$ cat src/hw/mswc_pkg.sv
`default_nettype none
package mswc_pkg;

  // Register indices as printed; byte address is four times the index
  localparam logic [7:0] IDX_MANUAL_LINE_ROUTING = 8'h13;
  localparam logic [7:0] IDX_MANUAL_AUX_OUTPUTS = 8'h14;
  localparam logic [7:0] IDX_SOFT_RESET_CONTROL = 8'h1B;
  localparam logic [7:0] IDX_ROUTING_CONTROL = 8'h02;
  localparam logic [7:0] IDX_ROUTING_STATUS = 8'h20;

  // Field positions
  localparam int MINUS_HI = 7;
  localparam int MINUS_LO = 5;
  localparam int PLUS_HI = 4;
  localparam int PLUS_LO = 2;
  localparam int BOOT_BIT = 3;
  localparam int FACTORY_BIT = 2;
  localparam int SOFT_RESET_BIT = 0;
  localparam int AUTO_CONFIG_BIT = 2;
  localparam int SWITCH_OPEN_BIT = 4;

  // Routing codes
  localparam logic [2:0] ROUTE_OPEN = 3'h0;
  localparam logic [2:0] ROUTE_USB = 3'h1;
  localparam logic [2:0] ROUTE_UART = 3'h3;

  // Reset values
  localparam logic [7:0] RST_LINE_ROUTING = 8'h00;
  localparam logic [7:0] RST_AUX_OUTPUTS = 8'h00;
  localparam logic [7:0] RST_CONTROL = 8'h04;

  // Pulse width of the internal soft reset, in pclk cycles
  localparam logic [3:0] SOFT_RESET_CYCLES = 4'h4;

  typedef struct packed {
    logic usb;
    logic uart;
  } mswc_route_t;

  typedef struct packed {
    mswc_route_t minus_line;
    mswc_route_t plus_line;
  } mswc_switch_t;

endpackage : mswc_pkg
`default_nettype wire

$ cat src/hw/mswc_regs.sv
// Operation
// - Minus-line field bits 7:5: 000 open, 001 USB host, 011 UART host.
// - Plus-line field bits 4:2: 000 open, 001 USB host, 011 UART host.
// - Manual routing applies only after an accessory has been attached.
// - Aux bit 2 drives factory output: open-drain pulls low, push-pull drives level.
// - Writing 1 to reset bit 0 resets the device; 0 does nothing.
// - With control bit 4 set, bit 2 set selects automatic routing, cleared selects manual; bit 4 clear holds all lines open.
`timescale 1ns/1ps
`default_nettype none
module mswc_regs #(
  parameter bit OPEN_DRAIN = 1'b1
) (
  input wire logic pclk,
  input wire logic presetn,
  input wire logic psel,
  input wire logic penable,
  input wire logic pwrite,
  input wire logic [11:0] paddr,
  input wire logic [31:0] pwdata,
  output logic [31:0] prdata,
  output logic pready,
  output logic pslverr,
  input wire logic accessory_attached,
  input wire logic [1:0] auto_minus_route,
  input wire logic [1:0] auto_plus_route,
  output mswc_pkg::mswc_switch_t switch_ff,
  output logic boot_level_select,
  output logic factory_out,
  output logic factory_oe,
  output logic device_reset
);

  logic [7:0] line_ff;
  logic [7:0] aux_ff;
  logic [7:0] ctrl_ff;
  logic [3:0] srst_cnt_ff;
  logic [2:0] att_sync_ff;
  logic attached_ff;
  logic seen_attach_ff;
  logic soft_rst;
  logic access;
  logic wr;
  logic [9:0] idx;
  logic addr_ok;
  mswc_pkg::mswc_route_t dec_minus;
  mswc_pkg::mswc_route_t dec_plus;
  mswc_pkg::mswc_switch_t nxt_switch;
  logic [31:0] nxt_rdata;

  assign access = psel && penable;
  assign wr = access && pwrite;
  assign idx = paddr[11:2];
  assign soft_rst = srst_cnt_ff != 4'h0;

  always_comb begin
    addr_ok = (paddr[1:0] == 2'h0);
    if (idx == {2'h0, mswc_pkg::IDX_MANUAL_LINE_ROUTING}) begin
      nxt_rdata = {24'h0, line_ff};
    end else if (idx == {2'h0, mswc_pkg::IDX_MANUAL_AUX_OUTPUTS}) begin
      nxt_rdata = {24'h0, aux_ff};
    end else if (idx == {2'h0, mswc_pkg::IDX_SOFT_RESET_CONTROL}) begin
      nxt_rdata = 32'h0;
    end else if (idx == {2'h0, mswc_pkg::IDX_ROUTING_CONTROL}) begin
      nxt_rdata = {24'h0, ctrl_ff};
    end else if (idx == {2'h0, mswc_pkg::IDX_ROUTING_STATUS}) begin
      nxt_rdata = {26'h0, seen_attach_ff, attached_ff, nxt_switch};
    end else begin
      nxt_rdata = 32'h0;
      addr_ok = 1'b0;
    end
  end

  // Zero-wait slave: answer in the first access cycle
  always_ff @(posedge pclk or negedge presetn) begin
    if (!presetn) begin
      prdata <= 32'h0;
      pslverr <= 1'b0;
      pready <= 1'b0;
    end else begin
      pready <= psel && !penable;
      pslverr <= psel && !penable && !addr_ok;
      prdata <= (psel && !penable && !pwrite) ? nxt_rdata : 32'h0;
    end
  end

  // Registers take a write only at the completing edge
  logic wr_ok;
  assign wr_ok = wr && pready && addr_ok;

  always_ff @(posedge pclk or negedge presetn) begin
    if (!presetn) begin
      line_ff <= mswc_pkg::RST_LINE_ROUTING;
    end else if (soft_rst) begin
      line_ff <= mswc_pkg::RST_LINE_ROUTING;
    end else if (wr_ok && idx == {2'h0, mswc_pkg::IDX_MANUAL_LINE_ROUTING}) begin
      line_ff <= pwdata[7:0];
    end
  end

  always_ff @(posedge pclk or negedge presetn) begin
    if (!presetn) begin
      aux_ff <= mswc_pkg::RST_AUX_OUTPUTS;
    end else if (soft_rst) begin
      aux_ff <= mswc_pkg::RST_AUX_OUTPUTS;
    end else if (wr_ok && idx == {2'h0, mswc_pkg::IDX_MANUAL_AUX_OUTPUTS}) begin
      aux_ff <= pwdata[7:0];
    end
  end

  always_ff @(posedge pclk or negedge presetn) begin
    if (!presetn) begin
      ctrl_ff <= mswc_pkg::RST_CONTROL;
    end else if (soft_rst) begin
      ctrl_ff <= mswc_pkg::RST_CONTROL;
    end else if (wr_ok && idx == {2'h0, mswc_pkg::IDX_ROUTING_CONTROL}) begin
      ctrl_ff <= pwdata[7:0];
    end
  end

  // Soft reset: a write of 1 starts a short internal pulse; 0 is ignored
  always_ff @(posedge pclk or negedge presetn) begin
    if (!presetn) begin
      srst_cnt_ff <= 4'h0;
    end else if (wr_ok && idx == {2'h0, mswc_pkg::IDX_SOFT_RESET_CONTROL}
                 && pwdata[mswc_pkg::SOFT_RESET_BIT]) begin
      srst_cnt_ff <= mswc_pkg::SOFT_RESET_CYCLES;
    end else if (soft_rst) begin
      srst_cnt_ff <= srst_cnt_ff - 4'h1;
    end
  end

  always_ff @(posedge pclk or negedge presetn) begin
    if (!presetn) begin
      device_reset <= 1'b0;
    end else begin
      device_reset <= soft_rst;
    end
  end

  // Attach comes from the detector on another timing; three stages, last two agree
  always_ff @(posedge pclk or negedge presetn) begin
    if (!presetn) begin
      att_sync_ff <= 3'h0;
      attached_ff <= 1'b0;
    end else begin
      att_sync_ff <= {att_sync_ff[1:0], accessory_attached};
      if (att_sync_ff[2] == att_sync_ff[1]) begin
        attached_ff <= att_sync_ff[1];
      end
    end
  end

  // Cleared on detach so manual modes need a fresh attach
  always_ff @(posedge pclk or negedge presetn) begin
    if (!presetn) begin
      seen_attach_ff <= 1'b0;
    end else if (soft_rst) begin
      seen_attach_ff <= 1'b0;
    end else begin
      seen_attach_ff <= attached_ff;
    end
  end

  mswc_route_decode u_minus (
    .code(line_ff[mswc_pkg::MINUS_HI:mswc_pkg::MINUS_LO]),
    .route(dec_minus)
  );

  mswc_route_decode u_plus (
    .code(line_ff[mswc_pkg::PLUS_HI:mswc_pkg::PLUS_LO]),
    .route(dec_plus)
  );

  always_comb begin
    nxt_switch = '0;
    if (ctrl_ff[mswc_pkg::SWITCH_OPEN_BIT] == 1'b0) begin
      nxt_switch = '0;
    end else if (ctrl_ff[mswc_pkg::AUTO_CONFIG_BIT]) begin
      nxt_switch.minus_line = auto_minus_route;
      nxt_switch.plus_line = auto_plus_route;
    end else if (seen_attach_ff) begin
      nxt_switch.minus_line = dec_minus;
      nxt_switch.plus_line = dec_plus;
    end
  end

  // Host is trusted to pass through open between configurations
  always_ff @(posedge pclk or negedge presetn) begin
    if (!presetn) begin
      switch_ff <= '0;
    end else begin
      switch_ff <= nxt_switch;
    end
  end

  always_ff @(posedge pclk or negedge presetn) begin
    if (!presetn) begin
      boot_level_select <= 1'b0;
      factory_out <= 1'b0;
      factory_oe <= 1'b0;
    end else begin
      boot_level_select <= aux_ff[mswc_pkg::BOOT_BIT];
      if (OPEN_DRAIN) begin
        factory_out <= 1'b0;
        factory_oe <= aux_ff[mswc_pkg::FACTORY_BIT];
      end else begin
        factory_out <= aux_ff[mswc_pkg::FACTORY_BIT];
        factory_oe <= 1'b1;
      end
    end
  end

  chk_manual_needs_attach: assert property (@(posedge pclk) disable iff (!presetn)
    !seen_attach_ff && !ctrl_ff[mswc_pkg::AUTO_CONFIG_BIT] |=> switch_ff == '0)
    else $error("manual routing applied without attach");
  chk_minus_usb: assert property (@(posedge pclk) disable iff (!presetn)
    seen_attach_ff && ctrl_ff[mswc_pkg::SWITCH_OPEN_BIT]
    && !ctrl_ff[mswc_pkg::AUTO_CONFIG_BIT]
    && line_ff[mswc_pkg::MINUS_HI:mswc_pkg::MINUS_LO] == mswc_pkg::ROUTE_USB
    |=> switch_ff.minus_line.usb)
    else $error("minus line not on usb host");
  chk_plus_uart: assert property (@(posedge pclk) disable iff (!presetn)
    seen_attach_ff && ctrl_ff[mswc_pkg::SWITCH_OPEN_BIT]
    && !ctrl_ff[mswc_pkg::AUTO_CONFIG_BIT]
    && line_ff[mswc_pkg::PLUS_HI:mswc_pkg::PLUS_LO] == mswc_pkg::ROUTE_UART
    |=> switch_ff.plus_line.uart)
    else $error("plus line not on uart host");
  chk_boot_level: assert property (@(posedge pclk) disable iff (!presetn)
    boot_level_select == $past(aux_ff[mswc_pkg::BOOT_BIT]))
    else $error("boot level mismatch");
  chk_factory_drive: assert property (@(posedge pclk) disable iff (!presetn)
    OPEN_DRAIN |-> (factory_oe == $past(aux_ff[mswc_pkg::FACTORY_BIT])) && !factory_out)
    else $error("factory output drive wrong");
  // First edge after release still shows the reset value of the enable
  chk_factory_push: assert property (@(posedge pclk) disable iff (!presetn)
    !OPEN_DRAIN && $past(presetn)
    |-> factory_oe && (factory_out == $past(aux_ff[mswc_pkg::FACTORY_BIT])))
    else $error("push-pull factory drive wrong");
  chk_soft_reset: assert property (@(posedge pclk) disable iff (!presetn)
    wr_ok && idx == {2'h0, mswc_pkg::IDX_SOFT_RESET_CONTROL}
    && pwdata[mswc_pkg::SOFT_RESET_BIT]
    |=> ##1 device_reset [*4] ##1 !device_reset)
    else $error("soft reset pulse wrong");
  chk_reset_zero: assert property (@(posedge pclk) disable iff (!presetn)
    wr_ok && idx == {2'h0, mswc_pkg::IDX_SOFT_RESET_CONTROL}
    && !pwdata[mswc_pkg::SOFT_RESET_BIT] && !soft_rst |=> ##1 !device_reset)
    else $error("zero write caused reset");
  chk_auto_route: assert property (@(posedge pclk) disable iff (!presetn)
    ctrl_ff[mswc_pkg::SWITCH_OPEN_BIT] && ctrl_ff[mswc_pkg::AUTO_CONFIG_BIT]
    |=> switch_ff.minus_line == $past(auto_minus_route))
    else $error("auto routing not followed");

endmodule : mswc_regs
`default_nettype wire

$ cat src/hw/mswc_route_decode.sv
`timescale 1ns/1ps
`default_nettype none
module mswc_route_decode (
  input wire logic [2:0] code,
  output mswc_pkg::mswc_route_t route
);
  // Unused codes leave the line open; safer than guessing a path
  always_comb begin
    route = '0;
    if (code == mswc_pkg::ROUTE_USB) begin
      route.usb = 1'b1;
    end else if (code == mswc_pkg::ROUTE_UART) begin
      route.uart = 1'b1;
    end
  end
endmodule : mswc_route_decode
`default_nettype wire

$ cat config.mk
export PLATFORM = sky130hd
export DESIGN_NAME = mswc_regs
export DESIGN_NICKNAME = d
export VERILOG_FILES = /design/src/hw/mswc_pkg.sv /design/src/hw/mswc_regs.sv /design/src/hw/mswc_route_decode.sv
export SDC_FILE = /design/constraint.sdc
export NUM_CORES = 1
export LEC_CHECK = 0
export BUFFER_PORTS_ARGS = -buffer_cell sky130_fd_sc_hd__buf_2
export CORE_MARGIN = 3
export CORE_UTILIZATION = 48
export CTS_CLUSTER_DIAMETER = 150
export DETAILED_ROUTE_END_ITERATION = 16
export GPL_TIMING_DRIVEN = 0
export PLACE_DENSITY = 0.75
export SETUP_SLACK_MARGIN = 0.02
export SLEW_MARGIN = 20
export SYNTH_ARGS = -nofsm -noshare
export SYNTH_HDL_FRONTEND = slang
export SYNTH_SLANG_ARGS = --single-unit
export TNS_END_PERCENT = 100
$ cat constraint.sdc
create_clock -name pclk -period 1.95 [get_ports pclk]
set_input_delay 0.0975 -clock pclk [delete_from_list [all_inputs] [get_ports pclk]]
set_output_delay 0.0975 -clock pclk [all_outputs]
set_load 0.02 [all_outputs]
Yosys cells after proc, flatten, opt, wreduce, memory -nomap -nowiden
Index checks and enable logic that the tools add are counted.
Cells by class
  add/sub/neg operators: 1
  equality and inequality tests: 10
  muxes and demuxes: 29
  reduce and logical (&&, ||, !) cells: 21
Operator list (number)
  32-bit two-way mux: 3
  8-bit two-way mux: 8
  10-bit by 5-bit equality test with 1-bit output (second input constant): 3
  4-bit two-way mux: 5
  1-bit logical AND: 12
  1-bit two-way mux: 12
  10-bit by 2-bit equality test with 1-bit output (second input constant): 1
  10-bit by 6-bit equality test with 1-bit output (second input constant): 1
  2-bit nonzero test: 4
  3-bit by 1-bit equality test with 1-bit output (second input constant): 2
  3-bit by 2-bit equality test with 1-bit output (second input constant): 2
  6-bit two-way mux: 1
  4-bit nonzero test: 1
  4-bit by 1-bit subtractor with 4-bit output (second input constant): 1
  1-bit zero test: 3
  2-bit zero test: 1
  1-bit equality test: 1
Word-level totals
  flip-flop bits (word level): 74
  output and inout bits: 42
  logic and storage cells: 78

Longest topological paths before layout
  depth after elaboration: 12
  gate-level depth with buffers: 7
  depth with buffers taken out: 5

Cells and area by module
A second synthesis with hierarchy kept.
Second synthesis, totals
  cells, all modules: 250
  area, all modules: 2595.0 um^2
Modules (own cells, without submodules)
  mswc_regs: instances 1, cells an instance 246, area an instance 2552.4 um^2, sequential area each 1252.5 um^2
  mswc_route_decode: instances 2, cells an instance 2, area an instance 21.3 um^2, sequential area each 0.0 um^2

Least setup slack after synthesis
Ideal clock, no wire load.
  path kind: in2reg
  start: input paddr[11]
  end: register line_ff[6]
  data arrival time: 1.589 ns
  data required time: 1.814 ns
  setup slack: 0.225 ns
  stages: 7
  buffers on the path: 3
  cell sequence: or4_1 > buf_2 > or3_1 > buf_2 > buf_6 > o21ai_0 > a21oi_1
On the way
  word-level cells in the longest chain between the ends: 9
Ends and longest elaborated chain
  from (decl): RTL line mswc_regs.sv:18  | input wire logic [11:0] paddr,
  10-bit by 6-bit equality test with 1-bit output: RTL line mswc_regs.sv:65  | end else if (idx == {2'h0, mswc_pkg::IDX_ROUTING_STATUS}) begin
  1-bit two-way mux: RTL line mswc_regs.sv:65
  1-bit two-way mux: RTL line mswc_regs.sv:63  | end else if (idx == {2'h0, mswc_pkg::IDX_ROUTING_CONTROL}) begin
  1-bit two-way mux: RTL line mswc_regs.sv:61  | end else if (idx == {2'h0, mswc_pkg::IDX_SOFT_RESET_CONTROL}) begin
  1-bit two-way mux: RTL line mswc_regs.sv:59  | end else if (idx == {2'h0, mswc_pkg::IDX_MANUAL_AUX_OUTPUTS}) begin
  1-bit two-way mux: RTL line mswc_regs.sv:57  | if (idx == {2'h0, mswc_pkg::IDX_MANUAL_LINE_ROUTING}) begin
  1-bit logical AND: RTL line mswc_regs.sv:88  | assign wr_ok = wr && pready && addr_ok;
  1-bit logical AND (*): RTL line mswc_regs.sv:95  | end else if (wr_ok && idx == {2'h0, mswc_pkg::IDX_MANUAL_LINE_ROUTING}) begin
  2-bit nonzero test (no source line) (*)
  to (signal assigned): RTL line mswc_regs.sv:92  | line_ff <= mswc_pkg::RST_LINE_ROUTING;
  to (signal assigned): RTL line mswc_regs.sv:94  | line_ff <= mswc_pkg::RST_LINE_ROUTING;
  to (signal assigned): RTL line mswc_regs.sv:96  | line_ff <= pwdata[7:0];
  to (decl): RTL line mswc_regs.sv:33  | logic [7:0] line_ff;
Mark *: on every way between the ends. The rest lies on a longest branch, timed or not.
A chain may end at the register's enable or synchronous reset.

Worst setup path in the final report
  start: input penable
  end: register ctrl_ff[1]
On the way
  word-level cells in the longest chain between the ends: 6
Ends and longest elaborated chain
  from (decl): RTL line mswc_regs.sv:16  | input wire logic penable,
  1-bit logical AND: RTL line mswc_regs.sv:50  | assign access = psel && penable;
  1-bit logical AND: RTL line mswc_regs.sv:51  | assign wr = access && pwrite;
  1-bit logical AND (2 in series): RTL line mswc_regs.sv:88
  1-bit logical AND: RTL line mswc_regs.sv:115  | end else if (wr_ok && idx == {2'h0, mswc_pkg::IDX_ROUTING_CONTROL}) begin
  2-bit nonzero test (no source line)
  to (signal assigned): RTL line mswc_regs.sv:112  | ctrl_ff <= mswc_pkg::RST_CONTROL;
  to (signal assigned): RTL line mswc_regs.sv:114  | ctrl_ff <= mswc_pkg::RST_CONTROL;
  to (signal assigned): RTL line mswc_regs.sv:116  | ctrl_ff <= pwdata[7:0];
  to (decl): RTL line mswc_regs.sv:35  | logic [7:0] ctrl_ff;
Every way passes these cells.

==> flow_summary.ini <==
[route]
antenna_left = 0
wl_um = 6681
num_vias = 2316
route.detailed.drc = 0
drt_pass1_iterations = 5
top_layer = met4
wl_met3_um = 593
routed-wl-met2_um = 3356
drtIter0Drc = 267
wl_per_cell_um = 16.14
m1WireLength_um = 2588
vias_per_cell = 5.594

[floorplanning]
dieArea_um2 = 6237
io_pins = 96
die_height_um = 78.98
coreArea_um2 = 4942
start_util_pct = 51.72
fp.dieW_um = 78.98
rows = 25

[power]
p_switching_uw = 660.3
ir_drop_mv = 0.6819
p_sw_share_pct = 29.71
pwr-share-seq_pct = 51.3
fin_total_pwr_mw = 2.223
clock_power_share_pct = 27.7
p_per_area_nw_per_um2 = 716.1
p_int_mw = 1.563
p_leak_nw = 1.371
combPwrFrac_pct = 21.0

[clocking]
cts-root-buf = clkbuf_8
clock_latency_ns = 0.31
clkSinkCount = 50
htreeDepth = 2
tritoncts = done
cts.clk_slew.worst_paths_ns = 0.08
clockBufferDepth = 2
cts_buffers = 5

[yosys]
yosys_warnings = 0
synthTopCellsByArea = dfrtp_1 (48%), buf_4 (7.3%), a21oi_1 (6.5%)
synthArstFlopShare_pct = 100.0
netlist.area_leader.share_pct = 47.97
syn_area_per_cell_um2 = 9.610
netlist_instances = 266
synth_ff_type = dfrtp_1
synthTopCellsByCount = dfrtp_1 (49), a21oi_1 (33), nand3_1 (30)
synth_edf_count = 0
ys_seq_elements = 50
synth.most_common_cell = dfrtp_1
post-synth-top-area-cell = dfrtp_1
synthesis.area_um2 = 2556
yosys.cell_types.count = 43
yosysSeqAreaShare_pct = 49.00

[place]
gp_congestion = 0.8974
place_hpwl_um = 4732
io_buffers = 46

[run_status]
status = finished clean

[global_routing]
grt_max_degree = 51
antenna_found_initial = 0
gr-total-overflow = 0
grt_pass1_vias = 2183
grt_pass1_wl_um = 10720
grt_usage_pct = 22.33

[setup_path]
crit_slowest_cell = dlygate4sd3_1
cp_cell_sequence = dlygate4sd3_1, buf_2, nand4_1, or3_1, clkbuf_1, clkbuf_2, o31ai_1, a21oi_1
arrival_ns = 1.96
crit_required_ns = 2.11
startpoint_type = input port
crit_type = input port to register
endpoint_kind = register
worst_path_largest_cell_delay_ns = 0.53
cp_max_fo = 10

[timing]
max_freq_mhz = 556.1
maxSlewHeadroom_pct = 38.91
fin_hold_ws_ns = 0.05783
period_needed_ns = 1.798
fin_skew_ns = 0.006601
period_share_pct = 92.21
hold_violations = 0
rsz0062_at_grt = no
slew_viol_final = 0
worst_pin_slew_ns = 0.9088
setup-violations-final = 0

[cells_and_area]
final_net_count = 402
syn_to_final_growth_pct = 21.44
fillers = 457
antenna_cells = 0
drive_gt1_share_pct = 26.51

[run]
maxCapViolations = 0

[hold_path]
hp-class = input port to register
flip-flops by register name, summed over array words and instances, names as in the netlist:
register	count
pready	1
switch_ff	4
attached_ff	1
factory_oe	1
srst_cnt_ff	4
line_ff	8
aux_ff	8
device_reset	1
ctrl_ff	8
seen_attach_ff	1
pslverr	1
prdata	8
att_sync_ff	3
boot_level_select	1
path summary, 6_finish.rpt:
check,cells after the start,slack [ns],from,endpoint
setup / recovery,8,0.15,penable,ctrl_ff[1]$_DFFE_PN0P_
hold / removal,3,0.06,pwdata[7],ctrl_ff[7]$_DFFE_PN0P_
min in group asynchronous,2,0.34,presetn,aux_ff[6]$_DFFE_PN0P_
setup reg to reg,6,0.21,pready$_DFF_PN0_,ctrl_ff[1]$_DFFE_PN0P_
hold reg to reg,0,0.35,att_sync_ff[0]$_DFF_PN0_,att_sync_ff[1]$_DFF_PN0_
max in group asynchronous,2,1.19,presetn,att_sync_ff[2]$_DFF_PN0_
cell usage in the layout (no fill, tap or decap), types with 4 or more instances in the layout:
master,synthesis,routed
a21o_1,7,7
a21oi_1,33,33
a22oi_1,6,6
buf_2,2,47
buf_4,25,26
clkbuf_1,13,11
clkbuf_8,0,6
conb_1,1,25
dfrtp_1,49,49
inv_1,5,5
nand2_1,5,5
nand3_1,30,30
nand4_1,9,9
nor2_1,6,6
nor2b_1,4,4
o21ai_0,21,21
o31ai_1,9,9
metrics by stage:
stage          cells  util [%]  area [um2]  setup WS, ns  setup TNS (ns)
3_3_place_gp     403     59.90        2960      -0.05660         -0.4067
2_1_floorplan    290         -        2646        0.2251               0
6_report         414     62.81        3104        0.1518               0
3_5_place_dp     403     60.03        2967      -0.07970         -0.7682
5_1_grt          414     62.81        3104       0.02826               0
4_1_cts          413     62.28        3078       0.03098               0
cell type report:
| type | instances | area (um2) | area share (%) |
|---|---|---|---|
| multi-input combinational | 194 | 1134 | 36.52 |
| clock buffer | 7 | 86.33 | 2.781 |
| sequential | 50 | 1252 | 40.35 |
| inverter | 5 | 18.77 | 0.6046 |
| clock inverter | 1 | 5.005 | 0.1612 |
| timing repair buffer | 49 | 262.8 | 8.464 |
| buffer | 41 | 261.5 | 8.424 |
| tap | 67 | 83.83 | 2.701 |
cells by family after synthesis:
family	synth area share (%)
other	0.1467
XOR/XNOR	1.028
AND/OR/NAND/NOR	17.33
flip-flops	49.00
AO/OA/AOI/OAI	20.31
buffers and inverters	10.82
adder cells (fa/ha/maj)	1.370
critical path, delay by kind of cell:
| family | cells | cell delay [ns] |
|---|---|---|
| AND/OR/NAND/NOR | 2 | 0.44 |
| AO/OA/AOI/OAI | 2 | 0.35 |
| buffers and inverters | 4 | 1.09 |
layer usage:
layer  GRT usage [%]  vias up
li1                -     1088
met1           29.32     1100
met2           35.94      113
met3           4.195       15
met4           9.966        0
met5               0        -
repair_timing:
action / 4_1_cts / 5_1_grt
hold buffers: 2 / 1
resized for setup: 0 / 8
hold endpoints to repair: 2 / 49
buffers inserted: 0 / 0
endpoints found under the setup margin: 0 / 20
power groups by stage:
| stage | registers (mW) | clock network (mW) | logic, mW |
|---|---|---|---|
| 5_1_grt | 1.15 | 0.674 | 0.524 |
| 3_5_place_dp | 1.16 | 0 | 0.457 |
| 4_1_cts | 1.14 | 0.627 | 0.461 |
| 3_3_place_gp | 1.16 | 0 | 0.441 |
| 2_1_floorplan | 1.16 | 0 | 0.301 |
| 6_report | 1.14 | 0.616 | 0.466 |
(Power assumes the default switching activity.)
